`config.mk`:
```
export PLATFORM = sky130hd
export DESIGN_NAME = sbrb_bank
export DESIGN_NICKNAME = d
export VERILOG_FILES = /design/src/hdl/sbrb_bank.v /design/src/hdl/sbrb_sync.v
export VERILOG_INCLUDE_DIRS = /design/src /design/src/hdl
export SDC_FILE = /design/constraint.sdc
export NUM_CORES = 1
export LEC_CHECK = 0
export BUFFER_PORTS_ARGS = -buffer_cell sky130_fd_sc_hd__buf_2
export CAP_MARGIN = 20
export CELL_PAD_IN_SITES_DETAIL_PLACEMENT = 1
export CELL_PAD_IN_SITES_GLOBAL_PLACEMENT = 1
export CORE_MARGIN = 2
export CORE_UTILIZATION = 43
export CTS_CLUSTER_SIZE = 40
export DETAILED_ROUTE_END_ITERATION = 10
export PLACE_DENSITY_LB_ADDON = 0.1
export SYNTH_ARGS = -nofsm -noshare
export SYNTH_HDL_FRONTEND = slang
export SYNTH_HIERARCHICAL = 1
export SYNTH_SLANG_ARGS = --single-unit
```
`constraint.sdc`:
```
create_clock -name sys_clk -period 3.15 [get_ports sys_clk]
set_clock_uncertainty 0.1 [all_clocks]
set_input_delay 0.315 -clock sys_clk [delete_from_list [all_inputs] [get_ports sys_clk]]
set_output_delay 0.315 -clock sys_clk [all_outputs]
set_load 0.005 [all_outputs]
```
`src/hdl/sbrb_map.vh`:
```
/*
 * Address map, field positions, mode codes and reset values of the serial
 * register bank. Included by the bank; holds definitions only.
 */
`ifndef SBRB_MAP_VH
`define SBRB_MAP_VH

// Control register addresses (7-bit).
`define SBRB_ADDR_MODE_SEL    7'h01
`define SBRB_ADDR_HW_CTL      7'h02
`define SBRB_ADDR_WDOG_CTL    7'h03
`define SBRB_ADDR_BUS_ONE     7'h04
`define SBRB_ADDR_BUS_TWO     7'h05
`define SBRB_ADDR_WAKE_ONE    7'h06
`define SBRB_ADDR_WAKE_TWO    7'h07
`define SBRB_ADDR_WAKE_PULL   7'h08
`define SBRB_ADDR_WAKE_FILT   7'h09
`define SBRB_ADDR_TMR_ONE     7'h0C
`define SBRB_ADDR_TMR_TWO     7'h0D
`define SBRB_ADDR_SW_SHDN     7'h10
`define SBRB_ADDR_HS_ONE      7'h14
`define SBRB_CTRL_LAST        7'h1E

// Status ranges: clearable bank, live bank, identifier.
`define SBRB_STAT_FIRST       7'h40
`define SBRB_STAT_LAST        7'h7E
`define SBRB_STAT_CLR_BASE    4'h8
`define SBRB_STAT_LIVE_BASE   4'hE
`define SBRB_ADDR_FAM_PROD    7'h7E

// Frame layout and length.
`define SBRB_FRAME_BITS       5'h10
`define SBRB_ADDR_BITS        5'h07
`define SBRB_BIT_ACT          7

// Fields inside control registers.
`define SBRB_MODE_HI          7
`define SBRB_MODE_LO          5
`define SBRB_SECOND_REGULATOR_OUTPUT_HI          4
`define SBRB_SECOND_REGULATOR_OUTPUT_LO          3
`define SBRB_CAN_HI           1
`define SBRB_CAN_LO           0
`define SBRB_HS_FIELD_W       4

// Transceiver field codes.
`define SBRB_CAN_OFF          2'h0
`define SBRB_CAN_WAKE         2'h1

// Operating mode codes.
`define SBRB_MODE_NORMAL      3'h0
`define SBRB_MODE_SLEEP       3'h1
`define SBRB_MODE_STOP        3'h2
`define SBRB_MODE_RESTART     3'h3

// Reset values.
`define SBRB_CTRL_RST         8'h00
`define SBRB_STAT_RST         8'h00

`endif

```
`src/hdl/sbrb_bank.v`:
```
/*
 * Serial-port register bank: control registers written by 16-bit frames,
 * clearable and live status registers, and the hardware updates applied
 * on operating-mode changes. Assumes SCLK idles low, serial clock at most
 * sys_clk/8, frames LSB first, and a same-clock mode state machine.
 */
// Contract
// - Addresses 0x00-0x1E are control; bit 7 low reads, high also writes.
// - A written value shows only in a later frame to that register.
// - Addresses 0x40-0x7E are status; bit 7 high clears clearable bits.
// - Wake level, identifier and selective-wake registers ignore clears.
// - Every mode change writes the entered mode into the mode field.
// - Stop or sleep keep diagnosis bits; a triggered fail output stays.
// - Entering stop leaves transceiver control bits untouched.
// - Entering sleep rewrites transceiver bits unless off or wake-capable.
// - Switch and regulator config is accepted only in normal mode.
// - Switch diagnosis stays active; a failure turns that switch off.
// - Entering restart clears switch and second regulator config.
// - Hardware updates of control bits override software writes.
// - Frame: bits 6-0 address, bit 7 action, bits 15-8 data.
// - Frames received in restart mode are not interpreted.
`timescale 1ns/10ps
`include "sbrb_map.vh"

module sbrb_bank #(
   parameter N_HS   = 2,
   parameter N_STAT = 8,
   parameter N_LIVE = 7,
   parameter [7:0] FAM_PROD_ID = 8'h5A  // Arbitrary identifier value.
) (
   // Clock and reset
   sys_clk,
   srst,
   // Serial port pins
   spi_cs_n,
   spi_sclk,
   spi_sdi,
   spi_sdo,
   spi_sdo_oe,
   // Mode state machine and diagnosis
   mode_now,
   hs_fail,
   fail_trigger,
   stat_set,
   stat_live,
   fail_out,
   // Control register contents
   mode_select_control,
   hardware_control,
   watchdog_control,
   bus_control_one,
   bus_control_two,
   wake_control_one,
   wake_control_two,
   wake_pull_control,
   wake_filter_control,
   timer_one_control,
   timer_two_control,
   switch_shutdown_control,
   high_side_control_one
);
   input  wire                sys_clk;
   input  wire                srst;
   input  wire                spi_cs_n;
   input  wire                spi_sclk;
   input  wire                spi_sdi;
   output reg                 spi_sdo;
   output reg                 spi_sdo_oe;
   input  wire [2:0]          mode_now;
   input  wire [N_HS-1:0]     hs_fail;
   input  wire                fail_trigger;
   input  wire [N_STAT*8-1:0] stat_set;
   input  wire [N_LIVE*8-1:0] stat_live;
   output reg                 fail_out;
   output wire [7:0]          mode_select_control;
   output wire [7:0]          hardware_control;
   output wire [7:0]          watchdog_control;
   output wire [7:0]          bus_control_one;
   output wire [7:0]          bus_control_two;
   output wire [7:0]          wake_control_one;
   output wire [7:0]          wake_control_two;
   output wire [7:0]          wake_pull_control;
   output wire [7:0]          wake_filter_control;
   output wire [7:0]          timer_one_control;
   output wire [7:0]          timer_two_control;
   output wire [7:0]          switch_shutdown_control;
   output wire [7:0]          high_side_control_one;

   localparam N_CTRL = 13;
   localparam [3:0] IX_MODE = 4'h0;
   localparam [3:0] IX_HW   = 4'h1;
   localparam [3:0] IX_BUS1 = 4'h3;
   localparam [3:0] IX_HS1  = 4'hC;

   ////////////////////////////////////////////////////////////////////////
   // Pin synchronisation and edge detection.

   wire [2:0] pins_s;
   reg        sclk_d_q;
   reg        cs_d_q;
   wire       cs_n_s;
   wire       sclk_s;
   wire       sdi_s;

   sbrb_sync #(
      .WIDTH    (3)
   ) u_sync (
      .sys_clk  (sys_clk),
      .async_in ({spi_cs_n, spi_sclk, spi_sdi}),
      .sync_out (pins_s)
   );

   assign cs_n_s = pins_s[2];
   assign sclk_s = pins_s[1];
   assign sdi_s  = pins_s[0];

   wire sclk_rise = sclk_s & ~sclk_d_q & ~cs_n_s;
   wire sclk_fall = ~sclk_s & sclk_d_q & ~cs_n_s;
   wire cs_rise   = cs_n_s & ~cs_d_q;
   wire cs_fall   = ~cs_n_s & cs_d_q;

   ////////////////////////////////////////////////////////////////////////
   // Register storage and address decode.

   reg  [7:0] ctrl_q [0:N_CTRL-1];
   reg  [7:0] stat_q [0:N_STAT-1];
   reg  [2:0] mode_prev_q;

   function [4:0] ctrl_decode;   // {hit, index}
      input [6:0] addr;
      begin
         case (addr)
            `SBRB_ADDR_MODE_SEL:  ctrl_decode = 5'h10;
            `SBRB_ADDR_HW_CTL:    ctrl_decode = 5'h11;
            `SBRB_ADDR_WDOG_CTL:  ctrl_decode = 5'h12;
            `SBRB_ADDR_BUS_ONE:   ctrl_decode = 5'h13;
            `SBRB_ADDR_BUS_TWO:   ctrl_decode = 5'h14;
            `SBRB_ADDR_WAKE_ONE:  ctrl_decode = 5'h15;
            `SBRB_ADDR_WAKE_TWO:  ctrl_decode = 5'h16;
            `SBRB_ADDR_WAKE_PULL: ctrl_decode = 5'h17;
            `SBRB_ADDR_WAKE_FILT: ctrl_decode = 5'h18;
            `SBRB_ADDR_TMR_ONE:   ctrl_decode = 5'h19;
            `SBRB_ADDR_TMR_TWO:   ctrl_decode = 5'h1A;
            `SBRB_ADDR_SW_SHDN:   ctrl_decode = 5'h1B;
            `SBRB_ADDR_HS_ONE:    ctrl_decode = 5'h1C;
            default:              ctrl_decode = 5'h00;
         endcase
      end
   endfunction

   reg  [15:0] rx_q;
   reg  [4:0]  bit_cnt_q;
   reg  [7:0]  tx_q;
   wire [6:0]  rx_addr_now = rx_q[15:9];

   // Read value of any address as seen by the frame in progress.
   reg  [7:0] rd_val;
   reg  [4:0] rd_dec;
   always @* begin
      rd_dec = ctrl_decode(rx_addr_now);
      rd_val = 8'h00;
      if (rd_dec[4]) begin
         rd_val = ctrl_q[rd_dec[3:0]];
      end else if (rx_addr_now[6:3] == `SBRB_STAT_CLR_BASE) begin
         rd_val = stat_q[rx_addr_now[2:0]];
      end else if (rx_addr_now == `SBRB_ADDR_FAM_PROD) begin
         rd_val = FAM_PROD_ID;
      end else if (rx_addr_now[6:3] == `SBRB_STAT_LIVE_BASE &&
                   rx_addr_now[2:0] < N_LIVE) begin
         // Slots with no live byte behind them read as zero, never unknown.
         rd_val = stat_live[rx_addr_now[2:0]*8 +: 8];
      end
   end

   ////////////////////////////////////////////////////////////////////////
   // Frame receiver and response shifter.

   always @(posedge sys_clk) begin
      if (srst) begin
         sclk_d_q   <= 1'b0;
         cs_d_q     <= 1'b1;
         rx_q       <= 16'h0000;
         bit_cnt_q  <= 5'h00;
         tx_q       <= 8'h00;
         spi_sdo    <= 1'b0;
         spi_sdo_oe <= 1'b0;
      end else begin
         sclk_d_q   <= sclk_s;
         cs_d_q     <= cs_n_s;
         spi_sdo_oe <= ~cs_n_s;
         if (cs_fall) begin
            bit_cnt_q <= 5'h00;
            spi_sdo   <= 1'b0;
         end
         if (sclk_rise) begin
            rx_q <= {sdi_s, rx_q[15:1]};
            if (bit_cnt_q != 5'h1F) begin
               bit_cnt_q <= bit_cnt_q + 5'h01;
            end
            // Snapshot taken before any clear of this frame acts.
            if (bit_cnt_q == `SBRB_ADDR_BITS) begin
               tx_q <= rd_val;
            end
         end
         if (sclk_fall) begin
            if (bit_cnt_q[4:3] == 2'b01) begin
               spi_sdo <= tx_q[0];
               tx_q    <= {1'b0, tx_q[7:1]};
            end else begin
               spi_sdo <= 1'b0;
            end
         end
      end
   end

   ////////////////////////////////////////////////////////////////////////
   // Frame end: decode the completed frame.

   wire       in_restart = (mode_now == `SBRB_MODE_RESTART);
   wire       in_normal  = (mode_now == `SBRB_MODE_NORMAL);
   wire [6:0] f_addr     = rx_q[6:0];
   wire       f_act      = rx_q[`SBRB_BIT_ACT];
   wire [7:0] f_data     = rx_q[15:8];
   // Frames of the wrong length and frames in restart are dropped whole.
   wire       f_ok       = cs_rise & (bit_cnt_q == `SBRB_FRAME_BITS)
                           & ~in_restart;
   wire [4:0] f_dec      = ctrl_decode(f_addr);
   wire       f_wr       = f_ok & f_act & f_dec[4];
   wire       f_clr      = f_ok & f_act
                           & (f_addr[6:3] == `SBRB_STAT_CLR_BASE);

   ////////////////////////////////////////////////////////////////////////
   // Clearable status bank: set wins over a clear in the same cycle.

   genvar si;
   generate
      for (si = 0; si < N_STAT; si = si + 1) begin : g_stat
         wire hit = f_clr & (f_addr[2:0] == si);
         always @(posedge sys_clk) begin
            if (srst) begin
               stat_q[si] <= `SBRB_STAT_RST;
            end else begin
               // Mode changes never touch these bits.
               stat_q[si] <= (stat_q[si] & {8{~hit}})
                             | stat_set[si*8 +: 8];
            end
         end
      end
   endgenerate

   ////////////////////////////////////////////////////////////////////////
   // Control bank: software write, then hardware overrides.

   wire       mode_chg = (mode_now != mode_prev_q);
   wire [1:0] can_fld  = ctrl_q[IX_BUS1][`SBRB_CAN_HI:`SBRB_CAN_LO];
   reg  [7:0] wr_val;

   // Writes outside normal mode leave the switch and regulator fields at their stored value.
   always @* begin
      wr_val = f_data;
      if (!in_normal) begin
         if (f_dec[3:0] == IX_HS1) begin
            wr_val = ctrl_q[IX_HS1];
         end else if (f_dec[3:0] == IX_HW) begin
            wr_val[`SBRB_SECOND_REGULATOR_OUTPUT_HI:`SBRB_SECOND_REGULATOR_OUTPUT_LO] =
               ctrl_q[IX_HW][`SBRB_SECOND_REGULATOR_OUTPUT_HI:`SBRB_SECOND_REGULATOR_OUTPUT_LO];
         end
      end
   end

   integer ci;
   integer hi;
   always @(posedge sys_clk) begin
      if (srst) begin
         for (ci = 0; ci < N_CTRL; ci = ci + 1) begin
            ctrl_q[ci] <= `SBRB_CTRL_RST;
         end
         mode_prev_q <= `SBRB_MODE_NORMAL;
      end else begin
         mode_prev_q <= mode_now;
         // The new value is stored at frame end, so only later frames see it.
         if (f_wr) begin
            ctrl_q[f_dec[3:0]] <= wr_val;
         end
         // Later assignments below take precedence over the software write.
         if (mode_chg) begin
            ctrl_q[IX_MODE] <= {mode_now,
                                wr_val[`SBRB_MODE_LO-1:0] & {5{f_wr &
                                (f_dec[3:0] == IX_MODE)}}
                                | ctrl_q[IX_MODE][`SBRB_MODE_LO-1:0] & {5{~(
                                f_wr & (f_dec[3:0] == IX_MODE))}}};
            if (mode_now == `SBRB_MODE_SLEEP &&
                can_fld != `SBRB_CAN_OFF && can_fld != `SBRB_CAN_WAKE) begin
               ctrl_q[IX_BUS1][`SBRB_CAN_HI:`SBRB_CAN_LO] <=
                  `SBRB_CAN_WAKE;
            end
            // Stop mode deliberately leaves the transceiver field alone.
            if (mode_now == `SBRB_MODE_RESTART) begin
               ctrl_q[IX_HS1] <= 8'h00;
               ctrl_q[IX_HW][`SBRB_SECOND_REGULATOR_OUTPUT_HI:`SBRB_SECOND_REGULATOR_OUTPUT_LO] <= 2'h0;
            end
         end
         for (hi = 0; hi < N_HS; hi = hi + 1) begin
            if (hs_fail[hi]) begin
               ctrl_q[IX_HS1][hi*`SBRB_HS_FIELD_W +: `SBRB_HS_FIELD_W]
                  <= 4'h0;
            end
         end
      end
   end

   ////////////////////////////////////////////////////////////////////////
   // Fail output: once triggered it holds through every mode change.

   always @(posedge sys_clk) begin
      if (srst) begin
         fail_out <= 1'b0;
      end else if (fail_trigger) begin
         fail_out <= 1'b1;
      end
   end

   // Outputs are the storage flip-flops themselves; an active failure flag
   // holds its switch field at zero, overriding any write.
   assign mode_select_control     = ctrl_q[0];
   assign hardware_control        = ctrl_q[1];
   assign watchdog_control        = ctrl_q[2];
   assign bus_control_one         = ctrl_q[3];
   assign bus_control_two         = ctrl_q[4];
   assign wake_control_one        = ctrl_q[5];
   assign wake_control_two        = ctrl_q[6];
   assign wake_pull_control       = ctrl_q[7];
   assign wake_filter_control     = ctrl_q[8];
   assign timer_one_control       = ctrl_q[9];
   assign timer_two_control       = ctrl_q[10];
   assign switch_shutdown_control = ctrl_q[11];
   assign high_side_control_one   = ctrl_q[12];

endmodule // sbrb_bank

```
`src/hdl/sbrb_sync.v`:
```
/*
 * Two-stage synchroniser for a group of asynchronous level inputs.
 * Assumes each input is stable for several sys_clk periods.
 */
`timescale 1ns/10ps

module sbrb_sync #(
   parameter WIDTH = 3
) (
   // Clock
   sys_clk,
   // Asynchronous levels in, synchronised levels out
   async_in,
   sync_out
);
   input  wire             sys_clk;
   input  wire [WIDTH-1:0] async_in;
   output wire [WIDTH-1:0] sync_out;

   reg [WIDTH-1:0] meta_q;
   reg [WIDTH-1:0] sync_q;

   genvar gi;
   generate
      for (gi = 0; gi < WIDTH; gi = gi + 1) begin : g_bit
         always @(posedge sys_clk) begin
            meta_q[gi] <= async_in[gi];
            sync_q[gi] <= meta_q[gi];
         end
      end
   endgenerate

   assign sync_out = sync_q;

endmodule // sbrb_sync

```
=== Word level (Yosys, flattened, before mapping) ===
Memories as Yosys holds them, arrays and structs flattened. A register that Yosys moved wholly into a read port is not among the register bits.
Index checks and enable logic that the tools add are counted.

* Output and inout port bits: 107
* Memories: 4
* Register bits: 43
* Memory bits (writable): 168
* ROM bits: 320

{| class="wikitable"
|+ Memories
! name !! depth !! bits a word !! rd ports !! clocked after Yosys merged registers in !! wr ports !! line !! source
|-
| (no name shown) || 32 || 5 || 1 || 1 || 0 || sbrb_bank.v:132 || <nowiki>case (addr)</nowiki>
|-
| (no name shown) || 32 || 5 || 1 || 1 || 0 || sbrb_bank.v:132 ||
|-
| ctrl_q || 13 || 8 || 14 || 0 || 13 || sbrb_bank.v:125 || <nowiki>reg [7:0] ctrl_q [0:N_CTRL-1];</nowiki>
|-
| stat_q || 8 || 8 || 9 || 1 || 8 || sbrb_bank.v:126 || <nowiki>reg [7:0] stat_q [0:N_STAT-1];</nowiki>
|}

* Muxes and demuxes: 67
* Bitwise gates (word level): 94
* Reductions and logical operators: 11
* Equality and inequality tests: 25
* Shift-type cells: 1
* Add/sub/neg operators: 1
* Magnitude comparators: 1

{| class="wikitable"
|+ Operators with widths
! kind !! number
|-
| $mux W8 || 20
|-
| $and A8 B8 Y8 || 8
|-
| $or A8 B8 Y8 || 8
|-
| $shiftx A56 B7 Y8 || 1
|-
| $mux W5 || 10
|-
| $and A1 B1 Y1 || 34
|-
| $eq A4 B4 Y1 const B || 8
|-
| $mux W1 || 26
|-
| $not A1 Y1 || 23
|-
| $or A1 B1 Y1 || 14
|-
| $eq A3 B3 Y1 const B || 4
|-
| $mux W3 || 4
|-
| $mux W4 || 3
|-
| $and A5 B5 Y5 || 2
|-
| $eq A3 B2 Y1 const B || 3
|-
| $mux W2 || 4
|-
| $reduce_or A8 Y1 || 1
|-
| $eq A7 B7 Y1 const B || 1
|-
| $eq A3 B1 Y1 const B || 2
|-
| $logic_not A3 Y1 || 2
|-
| $add A5 B1 Y5 const B || 1
|-
| $eq A5 B3 Y1 const B || 1
|-
| $eq A5 B5 Y1 const B || 1
|-
| $ne A5 B5 Y1 const B || 1
|-
| 11 further kinds || 18
|}

=== Logic depth before layout (Yosys ltp) ===
Gate-level depths: netlist (run 1).

* Depth in word-level cells: 15
* Gate-level depth with buffers: 11
* Depth with buffers taken out: 10

=== By module ===
Netlist (run 1), hierarchy kept.

{| class="wikitable"
|+ By module, submodules not included
! module !! area an instance (µm²) !! times used !! cells an instance
|-
| sbrb_bank || 11906.4 || 1 || 1183
|-
| sbrb_sync || 120.1 || 1 || 6
|}

=== Least setup slack after synthesis (run 1) ===
No wires, ideal clock.

* Path kind: register to register
* Start: register (tool-made name)
* End: memory ctrl_q[13][0] (enable)
* Setup time: 350 ps
* Stages on the path, launching flop included: 8
* Clock period less this slack: 2506 ps
* Data required time: 2700 ps
* Path slack: 644 ps
* Buffers on the path: 2
* Arrival: 2057 ps
* Path through: dfxtp_1 > buf_2 > nor2_2 > a211o_1 > a221o_1 > or3_1 > clkbuf_1 > nor3b_1

{| class="wikitable"
|+ RTL lines
! item !! line
|-
| end, declared || sbrb_bank.v:125
|}

==> results of run 1 <==
==> per-stage QoR <==
stage          utilization  cell area [µm²]
2_1_floorplan            -            12000
3_3_place_gp         0.493            13600
3_5_place_dp         0.493            13600
4_1_cts              0.551            15200
5_1_grt              0.551            15200
6_report             0.551            15200
==> worst max-delay path: stages, from the launching register on <==
cell	delay, ps
dfxtp_1	480
nor2_1	170
a211o_1	320
a221o_1	420
nor4_2	390
nand2_1	400
nand2b_1	280
==> how the worst max path moves through the flow <==
stage | start | endpoint | slack (ps)
2_1_floorplan | register | ctrl_q[13][0] | 640
4_1_cts | register | ctrl_q[8][0] | 270
3_5_place_dp | register | ctrl_q[13][0] | 320
3_3_place_gp | register | ctrl_q[13][1] | 430
5_1_grt | register | ctrl_q[8][2] | 70
6_report | register | ctrl_q[8][2] | 270
==> sequential cells by signal, summed over array words and instances, names as in the netlist, 3 cells and up, named ones only <==
register,flops
ctrl_q,128
u_sync/sync_out,3
rx_q,16
mode_prev_q,3
tx_q,8
stat_q,64
u_sync/meta_q,3
bit_cnt_q,5
==> layer usage <==
layer | vias up | share of wire | track usage
li1 | 4869 | - | -
met4 | 2 | 0.030 | 0.0929
met2 | 411 | 0.48 | 0.507
met1 | 5352 | 0.41 | 0.382
met5 | - | 0.00029 | 0
met3 | 94 | 0.073 | 0.0543
==> synth_stat cells, types with 7 or more instances <==
| library cell | n |
|---|---|
| a21oi_1 | 107 |
| a31oi_1 | 23 |
| buf_2 | 30 |
| clkbuf_1 | 47 |
| dfxtp_1 | 122 |
| edfxtp_1 | 126 |
| ha_1 | 11 |
| inv_1 | 29 |
| mux2i_1 | 87 |
| mux4_2 | 19 |
| nand2_1 | 69 |
| nand2b_1 | 47 |
| nand3_1 | 13 |
| nand3b_1 | 15 |
| nor2_1 | 206 |
| nor2_2 | 9 |
| nor2b_1 | 25 |
| nor3_1 | 13 |
| nor3b_1 | 8 |
| o21ai_0 | 38 |
| o221a_2 | 7 |
| o221ai_1 | 10 |
| o22ai_1 | 18 |
| or2_2 | 8 |
==> power by group <==
group	internal (mW)	switching (mW)	total, mW
combinational	0.281	0.280	0.561
clock	1.85	1.36	3.21
sequential	3.50	0.0994	3.60
==> cell families after synthesis <==
group,synth area share
and+or+nand+nor,0.181
AOI/OAI and AO/OA,0.134
DFF,0.518
buffers and inverters,0.0406
muxes,0.112
adders and majority gates,0.0114
xor gates and xnor gates,0.00291
==> final cells by class <==
cell class,count,area (µm²),share of cell area
multi-input cells,828,5320,0.349
diodes,3,7.51,0.000493
inverters,29,109,0.00715
flip-flops and latches,248,6230,0.409
well taps,378,473,0.0310
clock inverters,14,128,0.00838
clock buffers,37,756,0.0496
repair buffers,348,2210,0.145
==> run metrics, run 1 <==
Starting Density=0.435; root buf cell=clkbuf_16; launch point of the worst hold path=hs_fail[1]; hold path depth=2; PortBufs=237; Clock Tree Buf Depth=3; critical path class=register to register; DR vias=10,700; R2R setup slack=270 ps; layout cells sized above 1=0.250; final net count=1,626; EDFF count, synth=126; Fin. Hold Viols=0; largest net degree at the start of global routing=53; Seq/Total Area, Yosys=0.518; Arrival @ worst endpoint=3020 ps; most frequent cells in the layout=236 x buf_2, 206 x nor2_1, 126 x edfxtp_1; H-tree levels=1; post-CTS sizing=0; cts bufs inserted=29; status=finished clean; Hold Crit Class=input port to register; Post-Synthesis Cell Area=12,000 µm²; first-pass GRT wire length=65,300 µm; TritonCTS clock tree=yes; dpl ws=320 ps; Non-Filler Instances=1,885; Final Max Tran Viols=0; postcts setup bufs=0; Post-CTS Hold Fix Bufs=71; RSZ-0062 raised after global routing=no; Worst Hold Slack=23.7 ps; Fillers=3,143; gr ovfl total=0; top post-synthesis cells by area=edfxtp_1 31%, dfxtp_1 20%, mux2i_1 7.2%, nor2_1 6.4%, a21oi_1 4.5%; Die ar.=29,300 µm²; WL/cell=23.5 µm; detailed placer's ending HPWL=30,500 µm; I/O Pins=238; cell row count=61; type of origin of the critical path=register; WP data required=3290 ps; Crit Path Max Fanout=12; worst min-delay path endpoint=ctrl_q[12][4]; DR vias/cell=5.69; Synthesized Nets=1,331; Syn Inst Count=1,189; routability cong.=0.876; worst setup slack after layout=267 ps; Total Wirelength=44,300 µm; R2R Path End=ctrl_q[8][2]; relative slew slack=0.323; vias in the first global route=11,000; commonest non-fill, non-tap cell in the layout=buf_2; Synth area leader=edfxtp_1; period utilisation layout=0.915; f_max=347 MHz; Pwr Total=7.38 mW; die height=171 µm; Seq cells post-synth=248; Setup TNS=0 ps; antenna violations before repair=4; Clock Sinks=248; yosys warns=6; # Max-Cap Violations=0; Final min period=2880 ps; placed insts=1,760; worst r2r path cells=6; Clk pin slew, worst setup/hold paths=60 ps; Distinct cells, synth=66; Horiz. Die Dim=171 µm; post-route ant nets=0; total track usage=0.297; Post-synth top flop=edfxtp_1; area added between synthesis and finish=26.7%; Critical Path End Type=register; worst vdd ir=0.403 mV; clk_lat worst skew=550 ps; Core ar.=27,600 µm²; Mapped Avg Cell Area=10.1 µm²; P per Cell Area=484 nW/µm²; Yosys top cell area share=0.315; residual DRC count=0; setup violators final=0; Leak=6.05 nW; Least-Margin Pin Slew=1010 ps; asr flop ratio synth=0; first drt pass iteration count=5; 1st-iter DRT viols=913
Power figures use the tool's default switching activity.
==> run 2: changes to the inputs <==
--- a/config.mk
+++ b/config.mk
@@ -6,7 +6,7 @@
 export SDC_FILE = /design/constraint.sdc
 export NUM_CORES = 1
 export LEC_CHECK = 0
-export BUFFER_PORTS_ARGS = -buffer_cell sky130_fd_sc_hd__buf_2
+export BUFFER_PORTS_ARGS = -buffer_cell sky130_fd_sc_hd__buf_4
 export CAP_MARGIN = 20
 export CELL_PAD_IN_SITES_DETAIL_PLACEMENT = 1
 export CELL_PAD_IN_SITES_GLOBAL_PLACEMENT = 1
==> run metrics, run 2 (synthesis gave the netlist of run 1 again) <==
Die ar.=29,300 µm² (unchanged); Leak=6.24 nW (+3.3%); Total Wirelength=44,800 µm (+1.1%); f_max=347 MHz (about the same); Arrival @ worst endpoint=2960 ps (-60 ps); detailed placer's ending HPWL=31,100 µm (+2.0%); post-CTS sizing=0 (unchanged); total track usage=0.302 (+0.00512); DR vias/cell=5.74 (+0.79%); Final Max Tran Viols=0 (unchanged); Final min period=2880 ps (-0.403 ps); PortBufs=237 (unchanged); first-pass GRT wire length=66,500 µm (+1.9%); period utilisation layout=0.915 (about the same); Clock Sinks=248 (unchanged); Fin. Hold Viols=0 (unchanged); routability cong.=0.897 (+2.4%); status=finished clean; P per Cell Area=480 nW/µm² (-0.79%); worst setup slack after layout=267 ps (+0.403 ps); cts bufs inserted=28 (-3.4%); vias in the first global route=11,200 (+1.9%); area added between synthesis and finish=32.4%; root buf cell=clkbuf_16; crit-path cells=nor2_1 > a211o_1 > a221o_1 > or3_1 > nor3b_1; Most flops, register=ctrl_q; Crit Path Max Fanout=9 (-3); 1st-iter DRT viols=859 (-5.9%); Worst Hold Slack=70.7 ps (+47.0 ps); die height=171 µm (unchanged); commonest non-fill, non-tap cell in the layout=buf_4; gr ovfl total=0 (unchanged); DR vias=10,800 (+0.84%); TritonCTS clock tree=yes; Hold Crit Class=input port to register; clk_lat worst skew=550 ps (about the same); antenna violations before repair=1 (-3); post-route ant nets=0 (unchanged); Critical Path End Type=register; Core ar.=27,600 µm² (unchanged); Setup TNS=0 ps (unchanged); WP data required=3230 ps (-60 ps); Horiz. Die Dim=171 µm (unchanged); cell row count=61 (unchanged); first drt pass iteration count=5 (unchanged); H-tree levels=1 (unchanged); I/O Pins=238 (unchanged); hold path depth=2 (unchanged); layout cells sized above 1=0.253 (+0.00282); worst r2r path cells=5 (-1); Largest register FFs=128 (unchanged); Starting Density=0.435 (unchanged); Slowest-stage cell, CP=nor3b_1; # Max-Cap Violations=0 (unchanged); Least-Margin Pin Slew=942 ps (-72.7 ps); setup violators final=0 (unchanged); largest net degree at the start of global routing=54 (+1.9%); dpl ws=302 ps (-17.7 ps); relative slew slack=0.371 (+0.0486); type of origin of the critical path=register; Clk pin slew, worst setup/hold paths=70 ps (about the same); Fillers=3,077 (-2.1%); residual DRC count=0 (unchanged); worst vdd ir=0.271 mV (-33%); WL/cell=23.7 µm (+1.1%); Largest stage delay, worst path=520 ps (+40 ps); most frequent cells in the layout=275 x buf_4, 206 x nor2_1, 126 x edfxtp_1; final net count=1,627 (+0.062%); RSZ-0062 raised after global routing=no; Clock Tree Buf Depth=3 (unchanged); Largest regs=ctrl_q x128, stat_q x64, rx_q x16; critical path class=register to register
==> run 2: timing repair <==
action | CTS | global route
hold endpoints to repair | 73 | 0
setup buffers | 0 | 0
hold buffers | 73 | 0
setup endpoints to repair | 0 | 0
==> run 2: worst max-delay path, delay by kind of cell, from the launching register on <==
| family | cells | cell delay (ps) |
|---|---|---|
| simple gates | 3 | 1190 |
| compound gates | 2 | 740 |
| flops | 1 | 470 |
==> run 2: area by class of cell <==
cell class	count	area, µm²	area share
inverter	29	109	0.00683
multi-input combinational	828	5320	0.334
timing repair buffer	350	2840	0.178
sequential	248	6230	0.391
antenna	1	2.50	0.000157
clock inverter	15	154	0.00966
clock buffer	37	806	0.0506
tap	378	473	0.0297
==> run 2: worst paths after layout <==
kind	to	slack [ps]	from
min	mode_prev_q[0]	70	srst
min reg2reg	u_sync/sync_out[1]	230	u_sync/meta_q[1]
max	ctrl_q[13][7]	270	register
max reg2reg	ctrl_q[13][7]	270	register
==> run 2: per-stage QoR <==
stage | total power, mW | area (µm²) | util | std cells
floorplan | 3.87 | 12000 | - | 1189
global placement | 4.20 | 14200 | 0.515 | 1760
detailed placement | 4.21 | 14200 | 0.515 | 1760
CTS | 7.64 | 15900 | 0.576 | 1885
global route | 7.86 | 15900 | 0.576 | 1886
finish | 7.65 | 15900 | 0.576 | 1886
==> run 2: power by group <==
group | total [mW] | internal (mW) | switching (mW)
registers | 3.61 | 3.50 | 0.105
logic | 0.637 | 0.353 | 0.284
clock network | 3.40 | 2.04 | 1.37
total | 7.65 | 5.89 | 1.76
==> run 2: layer usage <==
| metal | track usage | vias to the layer above | part of all wire | routed length (µm) |
|---|---|---|---|---|
| met5 | 0 | - | 0 | 0 |
| met4 | 0.0873 | 0 | 0.026 | 1160 |
| met3 | 0.0449 | 83 | 0.066 | 2940 |
| met2 | 0.521 | 417 | 0.49 | 22000 |
| met1 | 0.394 | 5445 | 0.42 | 18700 |
| li1 | - | 4873 | - | - |
==> run 3: changes to the inputs <==
--- a/config.mk
+++ b/config.mk
@@ -15,7 +15,9 @@
 export CTS_CLUSTER_SIZE = 40
 export DETAILED_ROUTE_END_ITERATION = 10
 export PLACE_DENSITY_LB_ADDON = 0.1
+export REMOVE_ABC_BUFFERS = 1
 export SYNTH_ARGS = -nofsm -noshare
 export SYNTH_HDL_FRONTEND = slang
 export SYNTH_HIERARCHICAL = 1
 export SYNTH_SLANG_ARGS = --single-unit
+export TNS_END_PERCENT = 20
==> run metrics, run 3 (synthesis gave the netlist of run 1 again) <==
status=finished clean; routability cong.=0.902 (+0.56%); Post-CTS Hold Fix Bufs=72 (-1.4%); Largest stage delay, worst path=640 ps (+120 ps); NetSw=1.75 mW (about the same); worst setup slack after layout=275 ps (+7.34 ps); Most flops, register=ctrl_q; dpl ws=292 ps (-9.70 ps); I/O Pins=238 (unchanged); PortBufs=237 (unchanged); Leak=6.21 nW (-0.55%); Pint=5.77 mW (-2.2%); logic gate share of total power=0.085 (+0.002); root buf cell=clkbuf_16; critical path class=register to register; RSZ-0062 raised after global routing=no; Clock Tree Buf Depth=3 (unchanged); Sequential Power Share=0.478 (+0.006); Slowest-stage cell, CP=or3b_1; die height=171 µm (unchanged); first-pass GRT wire length=64,300 µm (-3.3%); post-CTS sizing=0 (unchanged); Clk pwr share=0.436 (-0.009); most frequent cells in the layout=276 x buf_4, 206 x nor2_1, 126 x edfxtp_1; DR vias=10,600 (-1.8%); relative slew slack=0.348 (-0.0234); critical path's top delay family=simple AND/OR/NAND/NOR gates; Hold Crit Class=input port to register; buffers and inverters on the worst path=0 (unchanged); cts bufs inserted=28 (unchanged); 1st-iter DRT viols=893 (+4.0%); H-tree levels=1 (unchanged); commonest non-fill, non-tap cell in the layout=buf_4; # Max-Cap Violations=0 (unchanged); Fillers=3,068 (-0.29%); Arrival @ worst endpoint=3010 ps (+50 ps); total area of multi-input combinational cells=5320 µm² (unchanged); placed insts=1,760 (unchanged); period utilisation layout=0.913 (-0.00233); cell row count=61 (unchanged); largest net degree at the start of global routing=64 (+19%); worst vdd ir=0.424 mV (+56%); P per Cell Area=474 nW/µm² (-1.3%); antenna violations before repair=0 (-1); Core ar.=27,600 µm² (unchanged); post-route ant nets=0 (unchanged); Largest register FFs=128 (unchanged); first drt pass iteration count=5 (unchanged); Largest regs=ctrl_q x128, stat_q x64, rx_q x16; Starting Density=0.435 (unchanged); DR vias/cell=5.64 (-1.7%); Net Sw Frac=0.233 (+0.00372); WL/cell=22.6 µm (-4.8%); clk_lat worst skew=560 ps (about the same); Critical Path End Type=register; type of origin of the critical path=register; Total Wirelength=42,600 µm (-5.0%); Horiz. Die Dim=171 µm (unchanged); Clk pin slew, worst setup/hold paths=60 ps (about the same); residual DRC count=0 (unchanged); Least-Margin Pin Slew=977 ps (+35.0 ps); Sequential Area=6230 µm² (unchanged); TritonCTS clock tree=yes; area added between synthesis and finish=31.9%; Non-Filler Instances=1,883 (-0.16%); setup violators final=0 (unchanged); Clock Sinks=248 (unchanged); vias in the first global route=11,200 (-0.12%); Crit Path Max Fanout=12 (+3); crit-path cells=nor2_1 > a211o_1 > a221o_1 > nor3_2 > or3b_1 > nand2b_1; f_max=348 MHz (+0.26%); final net count=1,626 (-0.061%); Die ar.=29,300 µm² (unchanged); total track usage=0.290 (-0.0121); Pwr Total=7.52 mW (-1.7%); gr ovfl total=0 (unchanged); Final Max Tran Viols=0 (unchanged); layout cells sized above 1=0.252 (-0.000328); Fin. Hold Viols=0 (unchanged); postcts setup bufs=0 (unchanged); WP data required=3290 ps (+60 ps); ANT cells=0 (-1); Final min period=2880 ps (-7.34 ps); detailed placer's ending HPWL=29,800 µm (-4.2%)
[run 3: cell type report]
class                      count  share of cell area
multi-input combinational    828               0.335
sequential                   248               0.393
clock inverter                21              0.0130
clock buffer                  30              0.0453
inverter                      29             0.00686
timing repair buffer         349               0.177
tap                          378              0.0298
[run 3: routing by layer]
layer	global-route usage	wire length [µm]	vias up
li1	-	-	4867
met4	0.101	1440	0
met3	0.0403	2520	84
met1	0.383	18100	5281
met5	0	0	-
met2	0.490	20500	388
[run 3: path summary, 6_finish.rpt]
kind / cells past startpoint / from / slack (ps) / endpoint
max: 6 / register / 270 / ctrl_q[9][5]
min: 2 / hs_fail[1] / 20 / ctrl_q[12][4]
max reg2reg: 6 / register / 270 / ctrl_q[9][5]
min reg2reg: 0 / u_sync/meta_q[1] / 230 / u_sync/sync_out[1]
[run 3: power by group through the flow]
stage	combinational, mW	clock, mW	sequential (mW)
final	0.643	3.28	3.60
after global routing	0.696	3.45	3.61
after CTS	0.633	3.30	3.59
after detailed placement	0.558	0	3.66
after global placement	0.545	0	3.65
after floorplan	0.214	0	3.63
[run 3: per-stage QoR]
step           hold WS (ps)   util  area (µm²)  TNS, ps
3_3_place_gp            214  0.515       14200        0
6_report               15.5  0.574       15900        0
4_1_cts                4.25  0.574       15900        0
5_1_grt                29.7  0.574       15900        0
2_1_floorplan           210      -       11600    -2880
3_5_place_dp            216  0.515       14200        0
